**config.mk**
```make
export PLATFORM = sky130hd
export DESIGN_NAME = core_pll_ratio_decode
export DESIGN_NICKNAME = d
export VERILOG_FILES = /design/src/cprd_pkg.sv /design/src/cprd_dec_if.sv /design/src/cprd_decode.sv /design/src/core_pll_ratio_decode.sv
export SDC_FILE = /design/constraint.sdc
export NUM_CORES = 1
export LEC_CHECK = 0
export BUFFER_PORTS_ARGS = -buffer_cell sky130_fd_sc_hd__buf_4
export CORE_MARGIN = 2
export CORE_UTILIZATION = 46
export CTS_CLUSTER_SIZE = 8
export DETAILED_ROUTE_END_ITERATION = 6
export PLACE_DENSITY_LB_ADDON = 0.25
export SLEW_MARGIN = 20
export SYNTH_ARGS = -nofsm -noshare
export SYNTH_HDL_FRONTEND = slang
export SYNTH_HIERARCHICAL = 1
export SYNTH_SLANG_ARGS = --single-unit
```
**constraint.sdc**
```tcl
create_clock -name i_clk_sys -period 0.9 [get_ports i_clk_sys]
set_input_delay 0.18 -clock i_clk_sys [delete_from_list [all_inputs] [get_ports i_clk_sys]]
set_output_delay 0.18 -clock i_clk_sys [all_outputs]
set_load 0.005 [all_outputs]
```
**src/cprd_pkg.sv**
```systemverilog
`default_nettype none
// ==========================================================
// Shared constants for the core clock ratio decoder
package cprd_pkg;
	// Field layout, numbered with bit 0 as the most significant
	localparam int CPRD_FIELD_W   = 7;
	localparam int CPRD_DIV_MSB   = 0;
	localparam int CPRD_DIV_LSB   = 1;
	localparam int CPRD_RATIO_MSB = 2;
	localparam int CPRD_RATIO_LSB = 5;
	localparam int CPRD_HALF_BIT  = 6;

	// Ratio selector encodings
	localparam logic [3:0] CPRD_SEL_BYPASS = 4'h0;
	localparam logic [3:0] CPRD_SEL_ONE    = 4'h1;
	localparam logic [3:0] CPRD_SEL_TWO    = 4'h2;
	localparam logic [3:0] CPRD_SEL_THREE  = 4'h3;

	// Divider selector encodings and factors
	localparam logic [1:0] CPRD_DSEL_2 = 2'h0;
	localparam logic [1:0] CPRD_DSEL_4 = 2'h1;
	localparam logic [3:0] CPRD_DIV_2  = 4'h2;
	localparam logic [3:0] CPRD_DIV_4  = 4'h4;
	localparam logic [3:0] CPRD_DIV_8  = 4'h8;

	// Ratio is carried doubled so that 1.5 and 2.5 stay whole
	localparam int CPRD_RATIO_W = 3;
	localparam int CPRD_VCO_W   = 6;

	// Reset values of the held outputs
	localparam logic                    CPRD_RST_BYPASS = 1'h1;
	localparam logic [CPRD_RATIO_W-1:0] CPRD_RST_RATIO  = 3'h0;
	localparam logic [3:0]              CPRD_RST_DIV    = 4'h0;
	localparam logic [CPRD_VCO_W-1:0]   CPRD_RST_VCO    = 6'h00;

	// Capture sequence
	typedef enum logic {
		CPRD_ST_WAIT = 1'b0,
		CPRD_ST_HELD = 1'b1
	} cprd_state_t;
endpackage : cprd_pkg
`default_nettype wire

```
**src/cprd_dec_if.sv**
```systemverilog
`timescale 1ns/1ps
`default_nettype none
// ==========================================================
// Field in, decoded selections out
interface cprd_dec_if;
	import cprd_pkg::*;
	logic [0:CPRD_FIELD_W-1] field;
	logic                    bypass;
	logic                    reserved;
	logic [CPRD_RATIO_W-1:0] ratio_x2;
	logic [3:0]              vco_div;
	logic [CPRD_VCO_W-1:0]   vco_x2;
	modport user (output field, input bypass, reserved, ratio_x2, vco_div, vco_x2);
	modport dec  (input field, output bypass, reserved, ratio_x2, vco_div, vco_x2);
endinterface : cprd_dec_if
`default_nettype wire

```
**src/cprd_decode.sv**
```systemverilog
`timescale 1ns/1ps
`default_nettype none
// ==========================================================
// Combinational decode of the core clock configuration field
module cprd_decode (
	cprd_dec_if.dec dec
);
	import cprd_pkg::*;

	// Divider factor from the two divider bits
	function automatic logic [3:0] cprd_div_of(input logic [1:0] sel);
		cprd_div_of = (sel == CPRD_DSEL_2) ? CPRD_DIV_2 :
		              (sel == CPRD_DSEL_4) ? CPRD_DIV_4 : CPRD_DIV_8;
	endfunction : cprd_div_of

	wire logic [3:0] ratio_sel;
	wire logic [1:0] div_sel;
	wire logic       half;
	wire logic [3:0] div_raw;
	wire logic       legal;

	// Field slices
	assign ratio_sel = dec.field[CPRD_RATIO_MSB:CPRD_RATIO_LSB];
	assign div_sel   = dec.field[CPRD_DIV_MSB:CPRD_DIV_LSB];
	assign half      = dec.field[CPRD_HALF_BIT];
	assign div_raw   = cprd_div_of(div_sel);

	// Selector three has no half step; anything above three is unlisted
	assign legal = (ratio_sel == CPRD_SEL_BYPASS) || (ratio_sel == CPRD_SEL_ONE) ||
	               (ratio_sel == CPRD_SEL_TWO) || ((ratio_sel == CPRD_SEL_THREE) && !half);
	assign dec.reserved = !legal;

	// Bypass ignores divider and half bits; reserved also falls back to bypass
	assign dec.bypass   = (ratio_sel == CPRD_SEL_BYPASS) || !legal;
	assign dec.ratio_x2 = dec.bypass ? CPRD_RST_RATIO :
	                      CPRD_RATIO_W'({ratio_sel[1:0], 1'b0} + {2'h0, half});
	assign dec.vco_div  = dec.bypass ? CPRD_RST_DIV : div_raw;
	// Vco as a doubled multiple of the bus clock: ratio times divider
	assign dec.vco_x2   = dec.bypass ? CPRD_RST_VCO :
	                      CPRD_VCO_W'(dec.ratio_x2 * div_raw);
endmodule : cprd_decode
`default_nettype wire

```
**src/core_pll_ratio_decode.sv**
```systemverilog
`timescale 1ns/1ps
`default_nettype none
// ==========================================================
// Core clock ratio and VCO divider selection, held from reset

// Overview of operation
// Seven-bit field sets core to bus ratio
// Selector 0000 bypasses PLL, other bits ignored
// Selectors 1..3 with half bit give ratios
// Source never supplies unlisted field values
// Bits 0-1 choose divide 2, 4, 8
// VCO equals core clock times divider
// Source keeps VCO within 500 to 800 MHz
// Field captured once at reset, then held
module core_pll_ratio_decode (
	// Clock and reset
	input  wire logic                              i_clk_sys,
	input  wire logic                              i_nrst,
	// Configuration word input
	input  wire logic [0:cprd_pkg::CPRD_FIELD_W-1] i_core_pll_config_field,
	// Held selections
	output logic                                   o_cfg_valid,
	output logic                                   o_pll_bypass,
	output logic                                   o_cfg_reserved,
	output logic [cprd_pkg::CPRD_RATIO_W-1:0]      o_ratio_x2,
	output logic [3:0]                             o_vco_div,
	output logic [cprd_pkg::CPRD_VCO_W-1:0]        o_vco_x2
);
	import cprd_pkg::*;

	cprd_state_t state;
	cprd_state_t next_state;
	wire logic   capture;

	cprd_dec_if dif ();

	// ==========================================================
	// Decode
	assign dif.field = i_core_pll_config_field;

	cprd_decode u_decode (
		.dec (dif)
	);

	// ==========================================================
	// Capture sequence: a strap is only sampled after reset release
	assign capture    = (state == CPRD_ST_WAIT);
	assign next_state = capture ? CPRD_ST_HELD : state;

	// State holds once captured until the next reset
	always_ff @(posedge i_clk_sys or negedge i_nrst) begin
		if (!i_nrst) begin
			state <= CPRD_ST_WAIT;
		end else begin
			case (state)
				CPRD_ST_WAIT: state <= next_state;
				CPRD_ST_HELD: state <= CPRD_ST_HELD;
				default:      state <= CPRD_ST_WAIT;
			endcase
		end
	end

	// Held outputs; bypass is the safe value before capture
	always_ff @(posedge i_clk_sys or negedge i_nrst) begin
		if (!i_nrst) begin
			o_pll_bypass   <= CPRD_RST_BYPASS;
			o_cfg_reserved <= 1'b0;
			o_ratio_x2     <= CPRD_RST_RATIO;
			o_vco_div      <= CPRD_RST_DIV;
			o_vco_x2       <= CPRD_RST_VCO;
		end else if (capture) begin
			o_pll_bypass   <= dif.bypass;
			o_cfg_reserved <= dif.reserved;
			o_ratio_x2     <= dif.ratio_x2;
			o_vco_div      <= dif.vco_div;
			o_vco_x2       <= dif.vco_x2;
		end
	end

	assign o_cfg_valid = (state == CPRD_ST_HELD);

	// ==========================================================
	// Checks
	wire logic [3:0] in_sel;
	wire logic [1:0] in_dsel;
	assign in_sel  = i_core_pll_config_field[CPRD_RATIO_MSB:CPRD_RATIO_LSB];
	assign in_dsel = i_core_pll_config_field[CPRD_DIV_MSB:CPRD_DIV_LSB];
	wire logic       in_half;
	wire logic       in_unlisted;
	wire logic       cap_edge;
	assign in_half     = i_core_pll_config_field[CPRD_HALF_BIT];
	assign in_unlisted = (in_sel > CPRD_SEL_THREE) || ((in_sel == CPRD_SEL_THREE) && in_half);
	// Capture stays high all through reset, so a check may only start where reset was already gone
	// at the sampling edge; otherwise the release edge itself would pass for a capture
	assign cap_edge    = capture && i_nrst;

	// Expected divider factor, kept apart from the decoder's own function
	function automatic logic [3:0] cprd_exp_div(input logic [1:0] dsel);
		case (dsel)
			CPRD_DSEL_2: cprd_exp_div = CPRD_DIV_2;
			CPRD_DSEL_4: cprd_exp_div = CPRD_DIV_4;
			default:     cprd_exp_div = CPRD_DIV_8;
		endcase
	endfunction : cprd_exp_div

	// Expected doubled ratio: two per whole step, one more for the half bit
	function automatic logic [CPRD_RATIO_W-1:0] cprd_exp_ratio(input logic [3:0] sel, input logic half);
		cprd_exp_ratio = CPRD_RATIO_W'(sel + sel + {3'h0, half});
	endfunction : cprd_exp_ratio
endmodule : core_pll_ratio_decode
`default_nettype wire

```
==> run metrics <==
Die W 49.6 um; Buffers on Ports 24; RSZ-0062 raised after global routing yes; antenna diode count 0; # Max-Cap Violations 0; top post-synthesis cells by area dfrtp_1 (39%), mux2_4 (16%), mux2_2 (5.9%); critical path class input pin to flop; ANT nets after route 0; final-report max-slew violation count 0; Die ar. 2460 um2; initial antenna violation count 0; crit path time final 2200 ps; via-per-instance ratio 4.77; most frequent cells in the layout buf_4 (27), buf_6 (24), dfrtp_1 (15); row cnt 16; Worst-Skew Late Latency a little under 300 ps; share of cells above drive strength 1 67.9%; Clock Tree Root clkbuf_4; Worst Hold Class input pin to async pin; Yosys cell types 27; drt wl/cell 15.2 um; share of the synthesized area in the top cell type between 30% and 40%; mean post-synth cell area 12.0 um2; Vias 783; DRC errors left 0; post-layout util 81.8%; largest net degree at the start of global routing 17; Sequential Area 402 um2; Synth area leader dfrtp_1; Core Box Area 1960 um2; Max Clock Skew 7.09 ps; startpoint types input pin; mapped cell area 957 um2; P&R area growth vs syn 67.7%; Clock transition at path regs 100 ps; Fill cells 116; Mapped Cells 80; Worst setup EP type flop; Syn. warnings 6; Multi-input gate area 552 um2; hold_ws 272 ps; status complete, but fails checks; nets 152; gr usage total 22.7%; register area share after synthesis 42.0%; Detailed Routing Iterations Pass 1 3; worst-path fanout max 4; power density over the cells 1010 nW/um2; CTS tree built; VDD IR-drop max 0.900 mV; Req. time, crit path around 1100 ps; Final GP Congestion between 0.7 and 0.8; violation count after the first detailed-route iteration 13; count of boundary I/O pins 25; Placed Area 1290 um2; crit path DAT approximately 2400 ps; Total Wirelength 2.49 mm; Starting Density 48.8%; Final Cycle Share 244%; post-synthesis register bit count 16; post-route cell area roughly 1600 um2; DP Wirelength 1.41 mm; number of global-route vias before repair 849; Max Clk Rate roughly 460 MHz; fin cells 164; Pwr Total 0.00163 W; Die H ~50 um; Final setup viols 31; remaining global-route overflow 0; clock sinks 16; H-tree depth 1; most common cell after layout, fill and taps aside buf_4; placed cells 145; Num CTS Buffers 3; failing checks negative setup slack; CTS max path bufs 2; Leak around 0.81 nW; Final Worst Setup Slack -1300 ps; Final Hold Viols 0; global-route wire length before repair 4.12 mm
## layer usage
layer	track usage (%)	share of wire (%)	vias to the layer above	routed length (um)
li1	-	-	372	-
met1	26.5	42	391	1040
met2	41.1	55	18	1380
met3	5.76	2.7	2	68
met4	5.56	0.28	0	7
met5	0	0	-	0
## Yosys cell counts (all sizes together)
cell    count
a21oi       1
ha          3
mux2       15
xor2        2
nor2        8
dfrtp      15
o211ai      1
a31o        1
nand2       6
dfstp       1
nor3        2
conb        2
and2        3
and3        3
buf         4
nand3       3
inv         7
fa          2
nand4       1
## sequential cells by signal, indices dropped and copies added (netlist names)
| signal | flops |
|---|---|
| o_pll_bypass | 1 |
| o_ratio_x2 | 3 |
| o_vco_div | 4 |
| o_cfg_valid | 1 |
| o_vco_x2 | 6 |
| o_cfg_reserved | 1 |
## metrics by stage
step	setup TNS, ps	setup slack, ps
after floorplan	-5410	-1430
after global placement	-7700	-1610
after detailed placement	-7870	-1660
after CTS	-7260	-1250
after global routing	-8430	-1360
final	-7340	-1300
## path summary, 6_finish.rpt
kind	startpoint	endpoint	slack (ps)	depth (start not counted)
setup / recovery	i_core_pll_config_field[3]	o_vco_x2[5]	-1300	13
hold / removal	i_nrst	o_vco_x2[4]	270	2
setup reg to reg	o_cfg_valid	o_vco_div[2]	-190	3
hold reg to reg	o_vco_x2[1]	o_vco_x2[1]	550	1
max in group asynchronous	i_nrst	o_pll_bypass	370	2
min in group i_clk_sys	i_core_pll_config_field[0]	o_vco_x2[1]	440	4
## cell type report
class	count	share of cell area, %
clock buffer	4	1.64
inverter	7	1.64
multi-input combinational	54	34.4
sequential	16	25.0
tap	27	2.10
timing repair buffer	56	35.2
## cell families after synthesis
group	after synthesis	synth area share, %
xor gates and xnor gates	2	1.83
muxes	15	21.6
AOI/OAI and AO/OA	3	3.14
and+or+nand+nor	26	15.0
other	2	0.785
DFF	16	42.0
buffers and inverters	11	7.58
adders and majority gates	5	8.11
## worst max-delay path, stage by stage
cell and delay [ps]:
buf_6 90, nor2_4 140, and3_4 230, nand2_4 50
fa_1 480, inv_2 80, ha_4 120, inv_2 30
fa_2 340, xor2_2 170, a31o_2 140, a21oi_2 50
mux2_2 270
## where the power goes
group	switching, W	internal (W)	leakage [nW]	total, W
clock network	0.000244	0.000172	0.0150	0.000417
logic	0.000161	0.000270	0.587	0.000431
registers	0.0000257	0.000754	0.207	0.000780
## repair_timing
item	in CTS	in global routing
setup buffers	12	2
gates resized for setup	30	8
gates cloned	1	0
endpoints found under the setup margin	31	31
pin swaps	6	5
endpoints found under the hold margin	16	0
hold buffers	1	0
Note: power is estimated with default switching activity, not from simulation.
